### src/hdl/scgrc_pkg.sv
// Overview of operation
// RULE1: Bits 6:5 select idle, noise, powerdown, standby.
// RULE2: Sleep entered only when sleep arm set.
// RULE3: Software arms just before, clears after wake.
// RULE4: Standby recommended only with crystal clock.
// RULE5: Control bits 7 and 3:2 read zero.
// RULE6: Gate register bits stop peripheral clocks.
// RULE7: Ungated timers and serials resume prior state.
// RULE8: Software reinitialises serial unit after ungating.
// RULE9: Software disables converter before gating it.
// RULE10: Comparator unavailable while converter gated.
// RULE11: Gate bit 7 reads zero; reset zero.
// RULE12: Reset forces registers; execution restarts at vector.
// RULE13: Ports reset immediately, no clock needed.
// RULE14: Delay counter stretches reset after sources clear.
// RULE15: Exactly four reset sources combined.
// RULE16: Power-on release counts; reassertion immediate.
// RULE17: Pin release starts full timeout count.
// RULE18: Pin ignored during power-on count unless low.
// RULE19: Watchdog pulse; count starts on falling edge.
// RULE20: Enabled brownout: low for detect time resets.
// RULE21: Sampled brownout: sample on 1kHz tick fall.
// RULE22: Sampled detection switches to enabled until release.
// RULE23: Two fuse pairs encode brownout mode.
// RULE24: Powerdown stops all clocks and oscillator.
// RULE25: Standby keeps oscillator; wake after six cycles.
// RULE26: Gated peripheral frozen, register access blocked.
// RULE27: One clock enable per peripheral, sleep combined.
package scgrc_pkg;
  localparam logic [7:0] ADDR_CLOCK_GATE  = 8'h34;
  localparam logic [7:0] ADDR_POWER_CTRL  = 8'h38;
  localparam logic [7:0] ADDR_SLEEP_CMD   = 8'h3C;
  localparam logic [7:0] ADDR_STATUS      = 8'h40;
  localparam logic [7:0] CTRL_WR_MASK     = 8'h70;
  localparam logic [7:0] GATE_WR_MASK     = 8'h7F;
  localparam logic [7:0] REG_RESET        = 8'h00;
  localparam int         SLEEP_MODE_LO    = 5;
  localparam int         SLEEP_ARM_BIT    = 4;
  localparam int         GATE_CONVERTER   = 0;
  localparam int         NUM_PERIPH       = 7;
  localparam logic [1:0] SM_IDLE          = 2'h0;
  localparam logic [1:0] SM_NOISE         = 2'h1;
  localparam logic [1:0] SM_POWERDOWN     = 2'h2;
  localparam logic [1:0] SM_STANDBY       = 2'h3;
  localparam logic [1:0] BOD_RESERVED     = 2'h0;
  localparam logic [1:0] BOD_SAMPLED      = 2'h1;
  localparam logic [1:0] BOD_ENABLED      = 2'h2;
  localparam logic [1:0] BOD_DISABLED     = 2'h3;
  localparam int         CLK_MHZ          = 125;
  localparam int         TIMEOUT_US       = 64;
  localparam int         TIMEOUT_CYC      = TIMEOUT_US * CLK_MHZ;
  localparam int         BOD_DETECT_NS    = 2000;
  localparam int         BOD_DETECT_CYC   = (BOD_DETECT_NS + 7) / 8;
  localparam int         WAKE_CYCLES      = 6;
  localparam logic [1:0] AXI_OKAY         = 2'h0;
  localparam logic [1:0] AXI_SLVERR       = 2'h2;
endpackage : scgrc_pkg

### src/hdl/scgrc_reg_if.sv
`timescale 1ns/10ps
`default_nettype none
interface scgrc_reg_if;
  logic [7:0] gate;
  logic [1:0] mode;
  logic       arm;
  logic [1:0] bod_mode;
  logic       in_reset;
  logic       sleeping;
  modport regs (output gate, output mode, output arm, input bod_mode, input in_reset,
                input sleeping);
  modport core (input gate, input mode, input arm, output bod_mode, output in_reset,
                output sleeping);
endinterface : scgrc_reg_if
`default_nettype wire

### src/hdl/scgrc_sync.sv
`timescale 1ns/10ps
`default_nettype none
module scgrc_sync #(
  parameter int W = 1
) (
  input  wire logic         mclk_in,
  input  wire logic         arst_n_in,
  input  wire logic [W-1:0] d_in,
  output var  logic [W-1:0] q_out
);
  logic [W-1:0] meta;
  always_ff @(posedge mclk_in or negedge arst_n_in) begin
    if (!arst_n_in) begin
      meta  <= '0;
      q_out <= '0;
    end else begin
      meta  <= d_in;
      q_out <= meta;
    end
  end
endmodule : scgrc_sync
`default_nettype wire

### src/hdl/scgrc_top.sv
`timescale 1ns/10ps
`default_nettype none
module scgrc_top #(
  parameter int TIMEOUT_CYCLES = scgrc_pkg::TIMEOUT_CYC
) (
  // Clock and reset.
  input  wire logic        mclk_in,
  input  wire logic        arst_n_in,
  // Reset sources.
  input  wire logic        por_ok_in,
  input  wire logic        ext_reset_n_in,
  input  wire logic        ext_reset_en_in,
  input  wire logic        wdt_expire_in,
  input  wire logic        wdt_en_in,
  input  wire logic        bod_low_in,
  input  wire logic        tick_1khz_in,
  input  wire logic [1:0]  brownout_active_fuses_in,
  input  wire logic [1:0]  brownout_sleep_fuses_in,
  // Sleep request and wake.
  input  wire logic        sleep_instr_in,
  input  wire logic        wake_in,
  // AXI4-Lite slave.
  input  wire logic [7:0]  s_axi_awaddr,
  input  wire logic        s_axi_awvalid,
  output logic             s_axi_awready,
  input  wire logic [31:0] s_axi_wdata,
  input  wire logic [3:0]  s_axi_wstrb,
  input  wire logic        s_axi_wvalid,
  output logic             s_axi_wready,
  output logic [1:0]       s_axi_bresp,
  output logic             s_axi_bvalid,
  input  wire logic        s_axi_bready,
  input  wire logic [7:0]  s_axi_araddr,
  input  wire logic        s_axi_arvalid,
  output logic             s_axi_arready,
  output logic [31:0]      s_axi_rdata,
  output logic [1:0]       s_axi_rresp,
  output logic             s_axi_rvalid,
  input  wire logic        s_axi_rready,
  // System outputs.
  output logic             sys_reset_out,
  output logic             port_reset_out,
  output logic [6:0]       periph_clk_en_out,
  output logic             cpu_clk_en_out,
  output logic             osc_en_out,
  output logic             comparator_avail_out,
  output logic             bod_power_out
);

  ////////////////////////////////////////////////////////////////////////////
  scgrc_reg_if rif ();
  logic [4:0] src_raw;
  logic [4:0] src_s;
  assign src_raw = {tick_1khz_in, bod_low_in, wdt_expire_in, ext_reset_n_in, por_ok_in};
  scgrc_sync #(.W(5)) u_sync (
    .mclk_in   (mclk_in),
    .arst_n_in (arst_n_in),
    .d_in      (src_raw),
    .q_out     (src_s)
  );

  ////////////////////////////////////////////////////////////////////////////
  // Register slave; writes to the three writable addresses are answered OKAY but change no register while internal reset holds.
  logic [7:0] ctrl;
  logic [7:0] gate;
  logic       aw_hold;
  logic       w_hold;
  logic [7:0] aw_addr;
  logic [7:0] w_data;
  logic       w_strb0;
  logic       sleep_cmd;
  logic       do_write;
  assign s_axi_awready = !aw_hold && !s_axi_bvalid;
  assign s_axi_wready  = !w_hold && !s_axi_bvalid;
  assign do_write      = aw_hold && w_hold && !s_axi_bvalid;
  assign s_axi_arready = !s_axi_rvalid;
  always_ff @(posedge mclk_in or negedge arst_n_in) begin
    if (!arst_n_in) begin
      aw_hold <= 1'b0;
      w_hold  <= 1'b0;
      aw_addr <= 8'h00;
      w_data  <= 8'h00;
      w_strb0 <= 1'b0;
    end else begin
      if (s_axi_awvalid && s_axi_awready) begin
        aw_hold <= 1'b1;
        aw_addr <= s_axi_awaddr;
      end else if (do_write) begin
        aw_hold <= 1'b0;
      end
      if (s_axi_wvalid && s_axi_wready) begin
        w_hold  <= 1'b1;
        w_data  <= s_axi_wdata[7:0];
        w_strb0 <= s_axi_wstrb[0];
      end else if (do_write) begin
        w_hold <= 1'b0;
      end
    end
  end
  always_ff @(posedge mclk_in or negedge arst_n_in) begin
    if (!arst_n_in) begin
      s_axi_bvalid <= 1'b0;
      s_axi_bresp  <= scgrc_pkg::AXI_OKAY;
    end else if (do_write) begin
      s_axi_bvalid <= 1'b1;
      s_axi_bresp  <= (aw_addr == scgrc_pkg::ADDR_CLOCK_GATE ||
                       aw_addr == scgrc_pkg::ADDR_POWER_CTRL ||
                       aw_addr == scgrc_pkg::ADDR_SLEEP_CMD) ?
                      scgrc_pkg::AXI_OKAY : scgrc_pkg::AXI_SLVERR;
    end else if (s_axi_bready) begin
      s_axi_bvalid <= 1'b0;
    end
  end
  // Registers return to zero whenever the internal reset is held, not only at power-up.
  always_ff @(posedge mclk_in or negedge arst_n_in) begin
    if (!arst_n_in) begin
      ctrl      <= scgrc_pkg::REG_RESET; // RULE12
      gate      <= scgrc_pkg::REG_RESET; // RULE11
      sleep_cmd <= 1'b0;
    end else if (sys_reset_out) begin
      ctrl      <= scgrc_pkg::REG_RESET; // RULE12
      gate      <= scgrc_pkg::REG_RESET;
      sleep_cmd <= 1'b0;
    end else begin
      sleep_cmd <= 1'b0;
      if (do_write && w_strb0) begin
        if (aw_addr == scgrc_pkg::ADDR_POWER_CTRL) begin
          ctrl <= w_data & scgrc_pkg::CTRL_WR_MASK; // RULE5
        end
        if (aw_addr == scgrc_pkg::ADDR_CLOCK_GATE) begin
          gate <= w_data & scgrc_pkg::GATE_WR_MASK; // RULE6 RULE11
        end
        if (aw_addr == scgrc_pkg::ADDR_SLEEP_CMD) begin
          sleep_cmd <= w_data[0];
        end
      end
    end
  end
  always_ff @(posedge mclk_in or negedge arst_n_in) begin
    if (!arst_n_in) begin
      s_axi_rvalid <= 1'b0;
      s_axi_rdata  <= 32'h0000_0000;
      s_axi_rresp  <= scgrc_pkg::AXI_OKAY;
    end else if (s_axi_arvalid && s_axi_arready) begin
      s_axi_rvalid <= 1'b1;
      s_axi_rresp  <= scgrc_pkg::AXI_OKAY;
      unique case (s_axi_araddr)
        scgrc_pkg::ADDR_CLOCK_GATE: s_axi_rdata <= {24'h000000, gate};
        scgrc_pkg::ADDR_POWER_CTRL: s_axi_rdata <= {24'h000000, ctrl}; // RULE5
        scgrc_pkg::ADDR_SLEEP_CMD:  s_axi_rdata <= 32'h0000_0000;
        scgrc_pkg::ADDR_STATUS:
          s_axi_rdata <= {28'h0000000, rif.sleeping, rif.in_reset, rif.bod_mode};
        default: begin
          s_axi_rdata <= 32'h0000_0000;
          s_axi_rresp <= scgrc_pkg::AXI_SLVERR;
        end
      endcase
    end else if (s_axi_rready) begin
      s_axi_rvalid <= 1'b0;
    end
  end
  assign rif.gate = gate;
  assign rif.mode = ctrl[scgrc_pkg::SLEEP_MODE_LO +: 2]; // RULE1
  assign rif.arm  = ctrl[scgrc_pkg::SLEEP_ARM_BIT];

  ////////////////////////////////////////////////////////////////////////////
  // Reset sources: power-on, pin, watchdog, brown-out.
  logic ext_low;
  logic wdt_now;
  logic wdt_prev;
  logic wdt_fall;
  logic bod_reset;
  logic src_any;
  logic por_phase;
  logic [31:0] dly_cnt;
  assign ext_low  = ext_reset_en_in && !src_s[1];
  assign wdt_now  = wdt_en_in && src_s[2];
  assign wdt_fall = wdt_prev && !wdt_now; // RULE19
  // Pin is masked while the initial power-on count runs.
  assign src_any  = !src_s[0] || (ext_low && !por_phase) || wdt_now || bod_reset; // RULE15 RULE18
  always_ff @(posedge mclk_in or negedge arst_n_in) begin
    if (!arst_n_in) begin
      wdt_prev <= 1'b0;
    end else begin
      wdt_prev <= wdt_now;
    end
  end
  always_ff @(posedge mclk_in or negedge arst_n_in) begin
    if (!arst_n_in) begin
      dly_cnt       <= 32'h0000_0000;
      sys_reset_out <= 1'b1;
      por_phase     <= 1'b1;
    end else if (src_any) begin
      dly_cnt       <= 32'h0000_0000; // RULE16
      sys_reset_out <= 1'b1;
      if (!src_s[0]) begin
        por_phase <= 1'b1;
      end
    end else if (sys_reset_out || wdt_fall) begin
      // Counting restarts from zero on a pin rise or watchdog fall.
      if (dly_cnt >= 32'(TIMEOUT_CYCLES - 1)) begin
        if (por_phase && ext_low) begin
          por_phase <= 1'b0; // RULE18
          dly_cnt   <= 32'h0000_0000;
        end else begin
          sys_reset_out <= 1'b0; // RULE14 RULE17
          por_phase     <= 1'b0;
        end
      end else begin
        dly_cnt <= dly_cnt + 32'h0000_0001;
      end
    end
  end
  // The raw power-on, pin and watchdog inputs bypass the synchroniser, as the ports must reset with no clock running; brown-out goes through it.
  assign port_reset_out = !arst_n_in || !por_ok_in || (ext_reset_en_in && !ext_reset_n_in) ||
                          (wdt_en_in && wdt_expire_in) || src_any ||
                          sys_reset_out; // RULE13
  assign rif.in_reset   = sys_reset_out;

  AST_DELAY_STRETCH: assert property (@(posedge mclk_in) disable iff (!arst_n_in) // RULE14
    $rose(src_any) |=> sys_reset_out [*8]) else $error("reset not stretched");
  AST_POR_IMMEDIATE: assert property (@(posedge mclk_in) disable iff (!arst_n_in) // RULE16
    !src_s[0] |-> port_reset_out ##1 sys_reset_out) else $error("por late");
  AST_REGS_CLEARED: assert property (@(posedge mclk_in) disable iff (!arst_n_in) // RULE12
    sys_reset_out |=> ctrl == 8'h00 && gate == 8'h00) else $error("regs kept");
  AST_RESERVED_ZERO: assert property (@(posedge mclk_in) disable iff (!arst_n_in) // RULE5
    ctrl[7] == 1'b0 && ctrl[3:2] == 2'h0 && gate[7] == 1'b0) else $error("reserved set");
  AST_WDT_COUNT: assert property (@(posedge mclk_in) disable iff (!arst_n_in) // RULE19
    wdt_fall && !src_any |=> sys_reset_out) else $error("watchdog count skipped");

  ////////////////////////////////////////////////////////////////////////////
  // Brown-out mode from fuses, with sampled-to-enabled escalation.
  logic [1:0] fuse_mode;
  logic       escalated;
  logic       tick_prev;
  logic       tick_fall;
  logic       bod_sample_low;
  logic [15:0] bod_cnt;
  logic       deep_sleep;
  assign fuse_mode = deep_sleep ? brownout_sleep_fuses_in : brownout_active_fuses_in; // RULE23
  assign rif.bod_mode = escalated ? scgrc_pkg::BOD_ENABLED : fuse_mode; // RULE22
  assign tick_fall = tick_prev && !src_s[4];
  assign bod_power_out = rif.bod_mode == scgrc_pkg::BOD_ENABLED ||
                         (rif.bod_mode == scgrc_pkg::BOD_SAMPLED && tick_fall); // RULE21
  always_ff @(posedge mclk_in or negedge arst_n_in) begin
    if (!arst_n_in) begin
      tick_prev      <= 1'b0;
      escalated      <= 1'b0;
      bod_sample_low <= 1'b0;
      bod_cnt        <= 16'h0000;
    end else begin
      tick_prev <= src_s[4];
      if (rif.bod_mode == scgrc_pkg::BOD_SAMPLED && tick_fall && src_s[3]) begin
        escalated <= 1'b1; // RULE22
      end else if (!sys_reset_out && !bod_reset) begin
        escalated <= 1'b0;
      end
      if (rif.bod_mode == scgrc_pkg::BOD_ENABLED && src_s[3]) begin
        if (bod_cnt < 16'(scgrc_pkg::BOD_DETECT_CYC)) begin
          bod_cnt <= bod_cnt + 16'h0001;
        end
      end else begin
        bod_cnt <= 16'h0000;
      end
      // Held until the supply is back above the trigger level.
      bod_sample_low <= (bod_cnt >= 16'(scgrc_pkg::BOD_DETECT_CYC - 1) && src_s[3]) ||
                        (bod_sample_low && src_s[3]); // RULE20
    end
  end
  // Escalation holds reset only while the supply is still low; otherwise reset could never release.
  assign bod_reset = bod_sample_low || (escalated && src_s[3]); // RULE22
  AST_BOD_HOLD: assert property (@(posedge mclk_in) disable iff (!arst_n_in) // RULE20
    bod_sample_low && src_s[3] |=> bod_sample_low) else $error("bod released early");
  AST_ESCALATE: assert property (@(posedge mclk_in) disable iff (!arst_n_in) // RULE22
    escalated |-> rif.bod_mode == scgrc_pkg::BOD_ENABLED) else $error("no escalation");
  AST_ESC_HOLD: assert property (@(posedge mclk_in) disable iff (!arst_n_in) // RULE22
    escalated && src_s[3] |=> sys_reset_out) else $error("escalated low not held");
  AST_SAMPLED_GAP: assert property (@(posedge mclk_in) disable iff (!arst_n_in) // RULE21
    rif.bod_mode == scgrc_pkg::BOD_SAMPLED && !tick_fall |-> !bod_power_out)
    else $error("detector on between samples");

  ////////////////////////////////////////////////////////////////////////////
  // Sleep sequencer and clock enables.
  typedef enum logic [2:0] {
    ST_RUN   = 3'h1,
    ST_SLEEP = 3'h2,
    ST_WAKE  = 3'h4
  } scgrc_state_t;
  scgrc_state_t state;
  logic [2:0]   wake_cnt;
  logic [1:0]   act_mode;
  always_ff @(posedge mclk_in or negedge arst_n_in) begin
    if (!arst_n_in) begin
      state    <= ST_RUN;
      wake_cnt <= 3'h0;
      act_mode <= scgrc_pkg::SM_IDLE;
    end else if (sys_reset_out) begin
      state <= ST_RUN;
    end else begin
      unique case (state)
        ST_RUN: if ((sleep_instr_in || sleep_cmd) && rif.arm) begin
          state    <= ST_SLEEP; // RULE2
          act_mode <= rif.mode;
        end
        ST_SLEEP: if (wake_in) begin
          state    <= ST_WAKE;
          wake_cnt <= 3'h0;
        end
        ST_WAKE: if (wake_cnt == 3'(scgrc_pkg::WAKE_CYCLES - 1)) begin
          state <= ST_RUN; // RULE25
        end else begin
          wake_cnt <= wake_cnt + 3'h1;
        end
      endcase
    end
  end
  assign rif.sleeping = state != ST_RUN;
  assign deep_sleep   = rif.sleeping && act_mode != scgrc_pkg::SM_IDLE;
  assign cpu_clk_en_out = !rif.sleeping && !sys_reset_out;
  assign osc_en_out = !(state == ST_SLEEP && act_mode == scgrc_pkg::SM_POWERDOWN); // RULE24
  // Gating only removes the enable; peripheral state is untouched, so it resumes.
  genvar gi;
  generate
    for (gi = 0; gi < scgrc_pkg::NUM_PERIPH; gi++) begin : g_en
      assign periph_clk_en_out[gi] = !rif.gate[gi] && !deep_sleep; // RULE6 RULE7 RULE26 RULE27
    end
  endgenerate
  assign comparator_avail_out = !rif.gate[scgrc_pkg::GATE_CONVERTER]; // RULE10
  AST_ARM_NEEDED: assert property (@(posedge mclk_in) disable iff (!arst_n_in) // RULE2
    state == ST_RUN && !rif.arm && !sys_reset_out |=> state == ST_RUN) else $error("slept unarmed");
  AST_WAKE_SIX: assert property (@(posedge mclk_in) // RULE25
    disable iff (!arst_n_in || sys_reset_out)
    state == ST_SLEEP && wake_in |=> !cpu_clk_en_out [*6] ##1 cpu_clk_en_out) else $error("wake time");
  AST_GATE_EN: assert property (@(posedge mclk_in) disable iff (!arst_n_in) // RULE10
    rif.gate[0] |-> !periph_clk_en_out[0] && !comparator_avail_out) else $error("gate leak");
  AST_PERIPH_SLEEP: assert property (@(posedge mclk_in) disable iff (!arst_n_in) // RULE27
    deep_sleep |-> periph_clk_en_out == '0) else $error("peripheral clock in deep sleep");
  AST_OSC_STOP: assert property (@(posedge mclk_in) disable iff (!arst_n_in) // RULE24
    state == ST_SLEEP && act_mode == scgrc_pkg::SM_POWERDOWN |->
    !osc_en_out && !cpu_clk_en_out) else $error("oscillator left running");
  AST_SLEEP_CAPTURE: assert property (@(posedge mclk_in) // RULE1 RULE2
    disable iff (!arst_n_in)
    state == ST_RUN && (sleep_instr_in || sleep_cmd) && rif.arm && !sys_reset_out |=>
    state == ST_SLEEP && act_mode == $past(rif.mode)) else $error("sleep entry wrong");
endmodule : scgrc_top
`default_nettype wire

### config.mk
export PLATFORM = sky130hd
export DESIGN_NAME = scgrc_top
export DESIGN_NICKNAME = d
export VERILOG_FILES = /design/src/hdl/scgrc_pkg.sv /design/src/hdl/scgrc_reg_if.sv /design/src/hdl/scgrc_sync.sv /design/src/hdl/scgrc_top.sv
export SDC_FILE = /design/constraint.sdc
export NUM_CORES = 1
export LEC_CHECK = 0
export BUFFER_PORTS_ARGS = -buffer_cell sky130_fd_sc_hd__clkbuf_2
export CAP_MARGIN = 20
export CORE_ASPECT_RATIO = 1.5
export CORE_MARGIN = 3
export CORE_UTILIZATION = 54
export DETAILED_ROUTE_END_ITERATION = 10
export PLACE_DENSITY_LB_ADDON = 0.3
export REMOVE_ABC_BUFFERS = 1
export SKIP_LAST_GASP = 1
export SLEW_MARGIN = 10
export SYNTH_ARGS = -nofsm -noshare
export SYNTH_HDL_FRONTEND = slang
export SYNTH_HIERARCHICAL = 1
export SYNTH_SLANG_ARGS = --single-unit
export TNS_END_PERCENT = 30
### constraint.sdc
create_clock -name mclk_in -period 2.8 [get_ports mclk_in]
set_input_delay 0.56 -clock mclk_in [delete_from_list [all_inputs] [get_ports mclk_in]]
set_output_delay 0.56 -clock mclk_in [all_outputs]
set_load 0.05 [all_outputs]
After elaboration in Yosys (flattened, before gate mapping)
Cells that the tools add are included.
W data, S select, Z words.
{ "totals": {"ff_bits": 145, "latchBits": 0, "ram_bits": 0, "mem_bits_ro": 0, "out_inout_bits": 54, "mem_count": 0} }
{ "op_classes": {"addsub": 3, "multipliers": 0, "n_div": 0, "order_cmp": 3, "eq_ne": 24, "n_shift": 0, "n_mux": 45, "bitwise": 1, "n_reduce_logical": 94} }
{ "op_table": {"columns": ["operator", "n"], "rows": [
  ["$mux W32", 4],
  ["$eq A8 B6 Y1 const B", 6],
  ["$mux W8", 6],
  ["$logic_and A1 B1 Y1", 34],
  ["$add A32 B1 Y32 const B", 1],
  ["$ge A32 B13 Y1 const B", 1],
  ["$mux W16", 2],
  ["$logic_not A1 Y1", 24],
  ["$pmux W8 S3", 1],
  ["$reduce_bool A2 Y1", 12],
  ["$mux W1", 20],
  ["$mux W3", 6],
  ["$add A16 B1 Y16 const B", 1],
  ["$ge A16 B8 Y1 const B", 1],
  ["$lt A16 B8 Y1 const B", 1],
  ["$logic_or A1 B1 Y1", 15],
  ["$reduce_and A3 Y1", 4],
  ["$ne A3 B3 Y1 const B", 3],
  ["$pmux W3 S3", 1],
  ["$eq A8 B7 Y1 const B", 1],
  ["$mux W2", 4],
  ["$ne A2 B2 Y1 const B", 4],
  ["$eq A3 B3 Y1 const B", 2],
  ["$pmux W3 S2", 1],
  ["other kinds (12)", 15]
]} }

Logic depth before layout (Yosys ltp)
Gate-level depths: netlist of run 1.
{ "depth": {"depth_word": 8, "ltp_mapped": 7} }

Cells and area by module
Netlist of run 1, hierarchy kept.
{ "by_module_without_submodules": {"columns": ["module", "n_inst", "cells_each", "area_each_um2", "seq_area_each_um2"], "rows": [
  ["scgrc_top", 1, 478, 4962.3, 2556.2],
  ["scgrc_sync", 1, 10, 250.2, 250.2]
]} }

Least setup slack after synthesis of run 1
Ideal clock, no wire load.
{ "synth_path": {"path_type": "reg2out", "from": "register state[0]", "to": "output bod_power_out", "arrival_ns": 1.934, "t_required_ns": 2.240, "setup_slack_ns": 0.306, "path_stages_with_launch": 7, "n_path_buf": 1, "path_cell_list": "dfstp_2 > or3b_1 > clkbuf_1 > and3_1 > a211oi_1 > nand4b_1 > nand2_1"} }
{ "synth_between": {"elab_chain_cells": 7, "word_cells_on_any_way": 8, "classes_between": "3 x eq/ne; 2 x mux; 3 x reduce/logical"} }
{ "synth_rtl": {"columns": ["item", "line", "source"], "rows": [
  ["start, declared", "scgrc_top.sv:289", "scgrc_state_t state;"],
  ["start signal, assigned", "scgrc_top.sv:294", "state <= ST_RUN;"],
  ["start signal, assigned", "scgrc_top.sv:298", "state <= ST_RUN;"],
  ["start signal, assigned", "scgrc_top.sv:302", "state <= ST_SLEEP;"],
  ["$ne A3 B1 Y1 *", "scgrc_top.sv:317", "assign rif.sleeping = state != ST_RUN;"],
  ["$logic_and A1 B1 Y1 *", "scgrc_top.sv:318", "assign deep_sleep = rif.sleeping && act_mode != scgrc_pkg::SM_IDLE;"],
  ["$mux W2 *", "scgrc_top.sv:240", "assign fuse_mode = deep_sleep ? brownout_sleep_fuses_in : brownout_active_fuses_in;"],
  ["$mux W2 *", "scgrc_top.sv:241", "assign rif.bod_mode = escalated ? scgrc_pkg::BOD_ENABLED : fuse_mode;"],
  ["$eq A2 B1 Y1", "scgrc_top.sv:244", "(rif.bod_mode == scgrc_pkg::BOD_SAMPLED && tick_fall);"],
  ["$logic_and A1 B1 Y1", "scgrc_top.sv:244", null],
  ["$logic_or A1 B1 Y1 *", "scgrc_top.sv:243", "assign bod_power_out = rif.bod_mode == scgrc_pkg::BOD_ENABLED ||"],
  ["end, declared", "scgrc_top.sv:47", "output logic bod_power_out"]
]} }
Mark *: on every way between the ends. The rest lies on a longest branch, timed or not.

Worst setup path in the final report of run 1
Ends and elaborated chain as after synthesis.

==> results of run 1 <==
## worst min-delay path by stage
stage                              start         endpoint  slack, ps  cells after the start
after CTS                     bod_low_in   u_sync/meta[3]        310                      1
after detailed placement  u_sync/meta[0]  u_sync/q_out[0]        340                      0
after floorplan                arst_n_in      act_mode[0]        260                      0
after global placement    u_sync/meta[0]  u_sync/q_out[0]        330                      0
after global routing          bod_low_in   u_sync/meta[3]        310                      1
final                         bod_low_in   u_sync/meta[3]        320                      1
## per-layer routing
| metal | vias up | GRT usage (%) |
|---|---|---|
| met1 | 1864 | 23.9 |
| met2 | 102 | 36.8 |
| met5 | - | 0 |
| met3 | 20 | 4.03 |
| li1 | 1814 | - |
| met4 | 0 | 8.81 |
## stage by stage
stage	instances	power (µW)	setup slack [ps]	area, µm²
floorplan	474	2400	349	5050
global placement	664	2570	233	5600
detailed placement	664	2590	221	5600
CTS	680	3980	26.1	5950
global route	681	4120	-2.99	5960
finish	681	3940	95.7	5960
## layout by cell type (no fill, tap or decap), drive strengths merged, types with 8 or more instances in the layout
cell    instances
nand3          18
buf            11
nand2          33
mux2i          10
nor3           12
nand4           8
inv            21
mux2           19
o21ai          23
clkbuf         79
nor2           53
and3           17
and2           22
conb           27
dfrtp         109
## Yosys cell counts (4+ instances only)
library cell,instances
nor4_2,4
nand4_1,7
nand2_1,33
mux2i_1,10
nand2b_1,5
clkbuf_1,11
xnor2_1,4
nor3_1,12
a21oi_1,7
nand3_1,18
o21ai_0,21
and3_1,15
nor2_1,53
nor2b_1,4
and4_1,4
and2_1,21
ha_1,6
a22oi_1,6
mux2_2,19
buf_4,27
dfrtp_1,109
inv_1,19
## kinds of logic (layout without fill, tap and decap cells)
| logic type | count (synthesis) | after routing |
|---|---|---|
| fa+ha+maj | 6 | 6 |
| compound gates | 73 | 73 |
| flops | 112 | 112 |
| buf+inv | 59 | 114 |
| other cells | 1 | 27 |
| simple gates | 202 | 202 |
| xor+xnor | 6 | 6 |
| mux | 29 | 29 |
## power groups by stage
stage / Sequential (µW) / Combinational (µW) / Clock [µW]
floorplan: 1970 / 433 / 0
global placement: 1920 / 643 / 0
detailed placement: 1930 / 659 / 0
CTS: 1900 / 664 / 1410
global route: 1930 / 713 / 1480
finish: 1900 / 653 / 1390
## area by class of cell
class | instances | area [µm²] | share of cell area, %
flip-flops and latches | 112 | 2810 | 47.1
multi-input cells | 343 | 2180 | 36.6
repair buffers | 79 | 430 | 7.22
clock buffers | 11 | 243 | 4.07
well taps | 112 | 140 | 2.35
clock inverters | 5 | 87.6 | 1.47
inverters | 19 | 71.3 | 1.20
## state kept, by name (all words and copies together), names as in the netlist, 2 cells and up
name / cells
act_mode: 2
aw_addr: 8
bod_cnt: 16
ctrl: 3
dly_cnt: 32
gate: 7
s_axi_rdata: 7
state: 3
u_sync/meta: 5
u_sync/q_out: 5
w_data: 7
wake_cnt: 3
## repair_timing
item / 4_1_cts / 5_1_grt
buffers inserted: 0 / 1
resized for setup: 3 / 2
pin swaps: 0 / 2
endpoints found under the setup margin: 1 / 1
==> flow_summary.json, run 1 <==
{
  "crit_slowest_cell": "dfstp_2",
  "grt_max_degree": 68,
  "crit_start": "state[0]",
  "synth.top_cell.area_share_pct": 52.3,
  "numCtsBuffers": 9,
  "setup_viol": 0,
  "ys_top_cells_by_area": "dfrtp_1 52%, mux2_2 4.1%, buf_4 3.9%, nor2_1 3.8%, and2_1 2.5%",
  "slew-limit-headroom_pct": 45.8,
  "r2r-start": "dly_cnt[0]",
  "drt-met1-wl_um": 4180,
  "tightest_slew_ps": 812,
  "drv_slew": 0,
  "ir_drop_mv": 0.460,
  "chipWidth_um": 86.2,
  "timing.critical_path.to": "bod_power_out",
  "cts.sinks": 112,
  "netSwitchingPower_uw": 1100,
  "first_iter_violations": 236,
  "synth-async-reset-ratio_pct": 100,
  "reg2reg_depth": 6,
  "fp.dieH_um": 126,
  "postLayoutCoreUtil_pct": 64.0,
  "dp_hpwl_um": 7890,
  "cpLargestDelayFamily": "simple AND/OR/NAND/NOR gates",
  "hold_viol_final": 0,
  "synth-simple-area-share_pct": 21.0,
  "layout_min_cycle_time_ps": 2700,
  "grt_pass1_wl_um": 17900,
  "seqPwrFrac_pct": 48.2,
  "hold_buffers": 0,
  "nNetsFinal": 642,
  "p_int_uw": 2840,
  "wl_met3_um": 490,
  "startpoint_type": "register",
  "cp.required_ps": 2240,
  "crit_arrival_ps": 2140,
  "drv_cap": 0,
  "fmax_mhz": 370,
  "num_rows": 43,
  "syn_area_per_cell_um2": 10.7,
  "clock_path_buffers": 2,
  "hold_ws_ps": 317,
  "synth.distinct_cells": 69,
  "synth_top_cell_by_area": "dfrtp_1",
  "grt_use_total_pct": 20.7,
  "end_kind": "primary output",
  "outcome": "completed",
  "fin_worst_skew_ps": 5.43,
  "detail_route.wl_per_cell_um": 15.5,
  "synth-seq-cells": 112,
  "grt-ovfl-total": 0,
  "synth_cells": 488,
  "initial_core_util_pct": 56.0,
  "drc": 0,
  "drive_above_1_share_pct": 24.1,
  "synth-edff-count": 0,
  "fin_tns_setup_ps": 0,
  "syn_area_um2": 5210,
  "finalWirelength_um": 10600,
  "cts_tree": "done",
  "combinationalPowerShare_pct": 16.6,
  "path_class": "reg -> out",
  "synth_adder_area_share_pct": 1.44,
  "htree_levels": 3,
  "synth-compound-area-share_pct": 10.3,
  "max_stage_delay_ps": 560,
  "clk_transition_reported_paths_ps": 70,
  "diodes": 0,
  "seq_area_frac_synth_pct": 53.8,
  "areaGrowthSynthToFinish_pct": 14.4,
  "power.clock.fraction_pct": 35.2,
  "crit_fanout": 6,
  "synth_xor_xnor_area_share_pct": 1.01,
  "drtAntennaViolNets": 0,
  "rr_endpoint": "dly_cnt[27]",
  "synth_top_family_by_area": "simple AND/OR/NAND/NOR gates",
  "highest_layer": "met4",
  "worst-path-stages": 6,
  "via_count": 3800,
  "ys.flop_type": "dfrtp_1",
  "via_per_inst": 5.58,
  "post-route-period-util_pct": 96.6,
  "yosysWarnings": 6,
  "grt_pass1_vias": 3902,
  "rrSetupSlack_ps": 520,
  "fillers": 755,
  "pin_count": 126,
  "p_per_area_nw_per_um2": 661,
  "antenna_found_initial": 0,
  "place.gp.congestion": 0.883,
  "dr.pass1.iters": 4,
  "synthMuxAreaShare_pct": 6.02,
  "core_um2": 9310,
  "crit_chain": "or3b_1 -> and3_1 -> a211oi_2 -> nand4b_1 -> nand2_1 -> buf_8",
  "numPortBuffers": 70,
  "clkLatencyLatePin_ps": 340,
  "p_leak_uw": 0.00290,
  "dr_wl_met2_um": 5630,
  "die_area_um2": 10900,
  "swShare_pct": 28.0,
  "hp-class": "in -> reg",
  "root_buffer": "clkbuf_16",
  "path_buf_inv": 1
}
No activity file was read; power rests on OpenSTA's default activity.
==> run 2, diff against run 1 <==
--- a/config.mk
+++ b/config.mk
@@ -11,6 +11,7 @@
 export CORE_MARGIN = 3
 export CORE_UTILIZATION = 54
 export DETAILED_ROUTE_END_ITERATION = 10
+export GPL_TIMING_DRIVEN = 0
 export PLACE_DENSITY_LB_ADDON = 0.3
 export REMOVE_ABC_BUFFERS = 1
 export SKIP_LAST_GASP = 1
==> run 2 against run 1 <==
Clock skew grew 3.0 ps. Count of clock-buffer cells in the layout is the same. Critical path type unchanged. Die area is the same. Sequential cell count is the same.
==> flow_summary.json, run 2 (synthesis gave the netlist of run 1 again) <==
{
  "chipWidth_um": 86.2,
  "layout_min_cycle_time_ps": 2770,
  "outcome": "completed",
  "rr_endpoint": "dly_cnt[7]",
  "grt-ovfl-total": 0,
  "detail_route.wl_per_cell_um": 15.4,
  "via_per_inst": 5.63,
  "end_kind": "primary output",
  "antenna_found_initial": 0,
  "reg2reg_depth": 6,
  "htree_levels": 3,
  "nNetsFinal": 639,
  "fin_cells": 678,
  "fp.dieH_um": 126,
  "ir_drop_mv": 0.447,
  "drv_cap": 0,
  "finalWirelength_um": 10400,
  "cp.required_ps": 2240,
  "fin_worst_skew_ps": 8.42,
  "die_area_um2": 10900,
  "crit_slowest_cell": "dfstp_2",
  "p_leak_uw": 0.00286,
  "postPlaceCellArea_um2": 5580,
  "diodes": 0,
  "num_rows": 43,
  "timing.critical_path.to": "bod_power_out",
  "max_stage_delay_ps": 560,
  "tightest_slew_ps": 665,
  "crit_arrival_ps": 2210,
  "crit_fanout": 5,
  "core_um2": 9310,
  "clkLatencyLatePin_ps": 350,
  "mostFrequentLayoutCells": "109 x dfrtp_1, 68 x clkbuf_2, 53 x nor2_1",
  "dp_hpwl_um": 7570,
  "startpoint_type": "register",
  "rsz0062_at_grt": "yes",
  "crit_chain": "or3b_4 -> and3_4 -> a211oi_4 -> nand4b_1 -> nand2_1 -> buf_8",
  "initial_core_util_pct": 56.0,
  "rrSetupSlack_ps": 490,
  "place.gp.congestion": 0.868,
  "grt_max_degree": 95,
  "pin_count": 126,
  "grt_use_total_pct": 19.9,
  "areaGrowthSynthToFinish_pct": 13.9,
  "r2r-start": "dly_cnt[0]",
  "worst-path-stages": 6,
  "postLayoutCellArea_um2": 5940,
  "via_count": 3817,
  "hold_viol_final": 0,
  "dr.pass1.iters": 4,
  "fillers": 746,
  "drv_slew": 0,
  "p_per_area_nw_per_um2": 634,
  "cts.sinks": 112,
  "crit_start": "state[0]",
  "clk_transition_reported_paths_ps": 70,
  "first_iter_violations": 237,
  "grt_pass1_wl_um": 17300,
  "ff_latch_area_um2": 2810,
  "numPortBuffers": 70,
  "numCtsBuffers": 9,
  "largest_register": "dly_cnt",
  "hp-class": "in -> async",
  "cpLargestDelayFamily": "simple AND/OR/NAND/NOR gates",
  "multi_input_area_um2": 2200,
  "drive_above_1_share_pct": 23.9,
  "largestRegisters": "dly_cnt x32, bod_cnt x16, aw_addr x8",
  "path_class": "reg -> out",
  "slew-limit-headroom_pct": 55.7,
  "postLayoutCoreUtil_pct": 63.8,
  "fmax_mhz": 361,
  "drtAntennaViolNets": 0,
  "drc": 0,
  "setup_viol": 0,
  "cts_tree": "done",
  "path_buf_inv": 1,
  "mostFrequentLayoutCell": "dfrtp_1",
  "root_buffer": "clkbuf_16",
  "grt_pass1_vias": 3799,
  "place_inst": 657,
  "clock_path_buffers": 2,
  "largest_register_ffs": 32,
  "post-route-period-util_pct": 99.0
}
run 2: layout make-up:
class	count	share of cell area, %
Sequential cell	112	47.3
Clock buffer	11	4.09
Tap cell	112	2.36
Timing Repair Buffer	76	7.31
Clock inverter	5	0.675
Inverter	19	1.20
Multi-Input combinational cell	343	37.1
run 2: through the flow:
stage	hold WS [ps]	power, µW	setup WS (ps)	TNS [ps]
global placement	332	2560	-1150	-35100
CTS	59.0	3800	52.0	0
finish	65.1	3760	29.4	0
floorplan	264	2400	349	0
global route	64.0	3940	-28.9	-28.9
detailed placement	335	2590	52.7	0
run 2: worst min path at each step:
stage,startpoint,end,cells after the start
after floorplan,arst_n_in,act_mode[0],0
after global placement,u_sync/meta[2],u_sync/q_out[2],0
after detailed placement,u_sync/meta[4],u_sync/q_out[4],0
after CTS,arst_n_in,w_data[2],1
after global routing,arst_n_in,w_data[2],1
final,arst_n_in,w_data[3],1
run 2: timing repair:
item	in CTS	in global routing
setup endpoints to repair	1	2
gates cloned	0	0
hold buffers	0	0
buffers inserted	1	3
pin swaps	1	2
gates resized for setup	4	4
run 2: worst register-to-register path, cell delays in order (launching register included):
cell and delay (ps):
dfrtp_1 410, ha_1 240, nand3_1 240, o21a_1 210, o2111ai_2 360, and2_4 360, a221o_1 370
run 2: layer usage:
layer | vias to the layer above | wire length [µm] | track usage [%]
li1 | 1817 | - | -
met1 | 1873 | 4060 | 23.5
met2 | 108 | 5540 | 34.8
met3 | 19 | 561 | 4.42
met4 | 0 | 269 | 7.98
met5 | - | 0 | 0
run 2: power by group:
part	total [µW]	internal [µW]	switching, µW
clock network	1200	636	564
registers	1900	1780	120
logic	657	238	418
==> run 3, diff against run 2 <==
--- a/config.mk
+++ b/config.mk
@@ -5,7 +5,7 @@
 export SDC_FILE = /design/constraint.sdc
 export NUM_CORES = 1
 export LEC_CHECK = 0
-export BUFFER_PORTS_ARGS = -buffer_cell sky130_fd_sc_hd__clkbuf_2
+export BUFFER_PORTS_ARGS = -buffer_cell sky130_fd_sc_hd__buf_2
 export CAP_MARGIN = 20
 export CORE_ASPECT_RATIO = 1.5
 export CORE_MARGIN = 3
==> constraint.sdc (replaced) <==
create_clock -name mclk_in -period 2.8 [get_ports mclk_in]
set_input_delay 0.56 -clock mclk_in [delete_from_list [all_inputs] [get_ports mclk_in]]
set_output_delay 0.56 -clock mclk_in [all_outputs]
set_load 0.005 [all_outputs]
==> run 3 against run 2 <==
Core utilization fell by 0.43 points. Final cell count down 0.29%. Worst hold slack lost 29 ps. Clock skew is 2.0 ps lower. Critical path type unchanged. Critical endpoint unchanged. Largest cell class unchanged.
==> flow_summary.json, run 3 (synthesis gave the netlist of run 1 again) <==
{
  "setup_viol": 0,
  "mostFrequentLayoutCells": "109 x dfrtp_1, 69 x buf_2, 53 x nor2_1",
  "cts_tree": "done",
  "via_per_inst": 5.60,
  "crit_arrival_ps": 2140,
  "dr.pass1.iters": 4,
  "numCtsBuffers": 9,
  "crit_slowest_cell": "dfstp_2",
  "num_rows": 43,
  "areaGrowthSynthToFinish_pct": 13.1,
  "drive_above_1_share_pct": 23.6,
  "hp-class": "in -> async",
  "outcome": "completed",
  "postLayoutCoreUtil_pct": 63.3,
  "fillers": 748,
  "mostFrequentLayoutCell": "dfrtp_1",
  "fin_worst_skew_ps": 6.41,
  "layout_min_cycle_time_ps": 2700,
  "tightest_slew_ps": 663,
  "nNetsFinal": 637,
  "fin_cells": 676,
  "dp_hpwl_um": 7510,
  "drv_slew": 0,
  "place_inst": 657,
  "end_kind": "primary output",
  "grt-ovfl-total": 0,
  "finalWirelength_um": 10400,
  "diodes": 0,
  "path_class": "reg -> out",
  "via_count": 3787,
  "fp.dieH_um": 126,
  "largest_register": "dly_cnt",
  "clkLatencyLatePin_ps": 350,
  "chipWidth_um": 86.2,
  "fmax_mhz": 370,
  "grt_pass1_wl_um": 17400,
  "pin_count": 126,
  "cts.sinks": 112,
  "clock_path_buffers": 2,
  "die_area_um2": 10900,
  "hold_ws_ps": 36.1,
  "largest_register_ffs": 32,
  "numPortBuffers": 70,
  "largestRegisters": "dly_cnt x32, bod_cnt x16, aw_addr x8",
  "hold_viol_final": 0,
  "p_per_area_nw_per_um2": 604,
  "root_buffer": "clkbuf_16",
  "cp.required_ps": 2240,
  "htree_levels": 3,
  "first_iter_violations": 243,
  "startpoint_type": "register",
  "crit_fanout": 6,
  "grt_pass1_vias": 3686,
  "hold_buffers": 0,
  "core_um2": 9310,
  "detail_route.wl_per_cell_um": 15.3,
  "p_leak_uw": 0.00283,
  "grt_max_degree": 97,
  "antenna_found_initial": 0,
  "clk_transition_reported_paths_ps": 70,
  "ir_drop_mv": 0.523,
  "post-route-period-util_pct": 96.6,
  "pre_cts_slack_ps": 164,
  "max_stage_delay_ps": 570,
  "drc": 0,
  "setup_slack_ps": 96.2,
  "drv_cap": 0,
  "initial_core_util_pct": 56.0,
  "slew-limit-headroom_pct": 55.8,
  "place.gp.congestion": 0.859,
  "drtAntennaViolNets": 0,
  "crit_chain": "or3b_4 -> and3_4 -> a211oi_4 -> nand4b_1 -> nand2_1 -> buf_2",
  "grt_use_total_pct": 20.1
}
-- run 3: cell types whose count changed in the layout (fill, tap and decap cells not counted), sizes merged --
| cell | before | now |
|---|---|---|
| inv | 21 | 23 |
| clkinvlp | 2 | 1 |
| clkbuf | 80 | 10 |
| buf | 7 | 74 |
-- run 3: critical path, delay by kind of cell, from the launching register on --
kind | cells | cell delay (ps)
AO/OA/AOI/OAI | 1 | 240
buffers and inverters | 1 | 130
flip-flops | 1 | 570
AND/OR/NAND/NOR | 4 | 870
-- run 3: stage by stage --
stage / total power, µW / setup TNS (ps) / cell area (µm²)
after global routing: 3730 / -6.13 / 5900
final: 3560 / 0 / 5900
after floorplan: 2200 / 0 / 5050
after detailed placement: 2390 / 0 / 5570
after CTS: 3600 / 0 / 5870
after global placement: 2350 / -4360 / 5540
-- run 3: layout make-up --
type | instances | area, µm² | area share (%)
Clock inverter | 6 | 50.0 | 0.849
Inverter | 19 | 71.3 | 1.21
Clock buffer | 10 | 229 | 3.88
Timing Repair Buffer | 74 | 407 | 6.90
Tap cell | 112 | 140 | 2.38
Sequential cell | 112 | 2810 | 47.6
Multi-Input combinational cell | 343 | 2190 | 37.2
-- run 3: per-layer routing --
metal / global-route usage, % / part of all wire, % / vias up
met3: 5.20 / 5.4 / 13
met2: 33.4 / 53 / 96
met4: 8.26 / 1.9 / 0
met1: 24.8 / 40 / 1872
met5: 0 / 0 / -
li1: - / - / 1806
-- run 3: power breakdown --
part | switching, µW | leakage [µW] | internal, µW
registers | 113 | 0.00146 | 1780
logic | 215 | 0.00123 | 237
clock network | 590 | 0.000136 | 619
-- run 3: timing repair --
item,4_1_cts,5_1_grt
resized for setup,2,2
pin swaps,1,2
buffers inserted,1,1
setup endpoints to repair,1,1
-- run 3: final timing paths --
| check | startpoint | end | depth (start not counted) | slack, ps |
|---|---|---|---|---|
| setup / recovery | state[0] | bod_power_out | 6 | 100 |
| hold / removal | arst_n_in | w_data[3] | 1 | 40 |
| setup reg to reg | dly_cnt[0] | dly_cnt[3] | 6 | 510 |
| hold reg to reg | u_sync/meta[4] | u_sync/q_out[4] | 0 | 350 |
| max in group asynchronous | arst_n_in | por_phase | 2 | 2040 |
| min in group mclk_in | tick_1khz_in | u_sync/meta[4] | 1 | 320 |
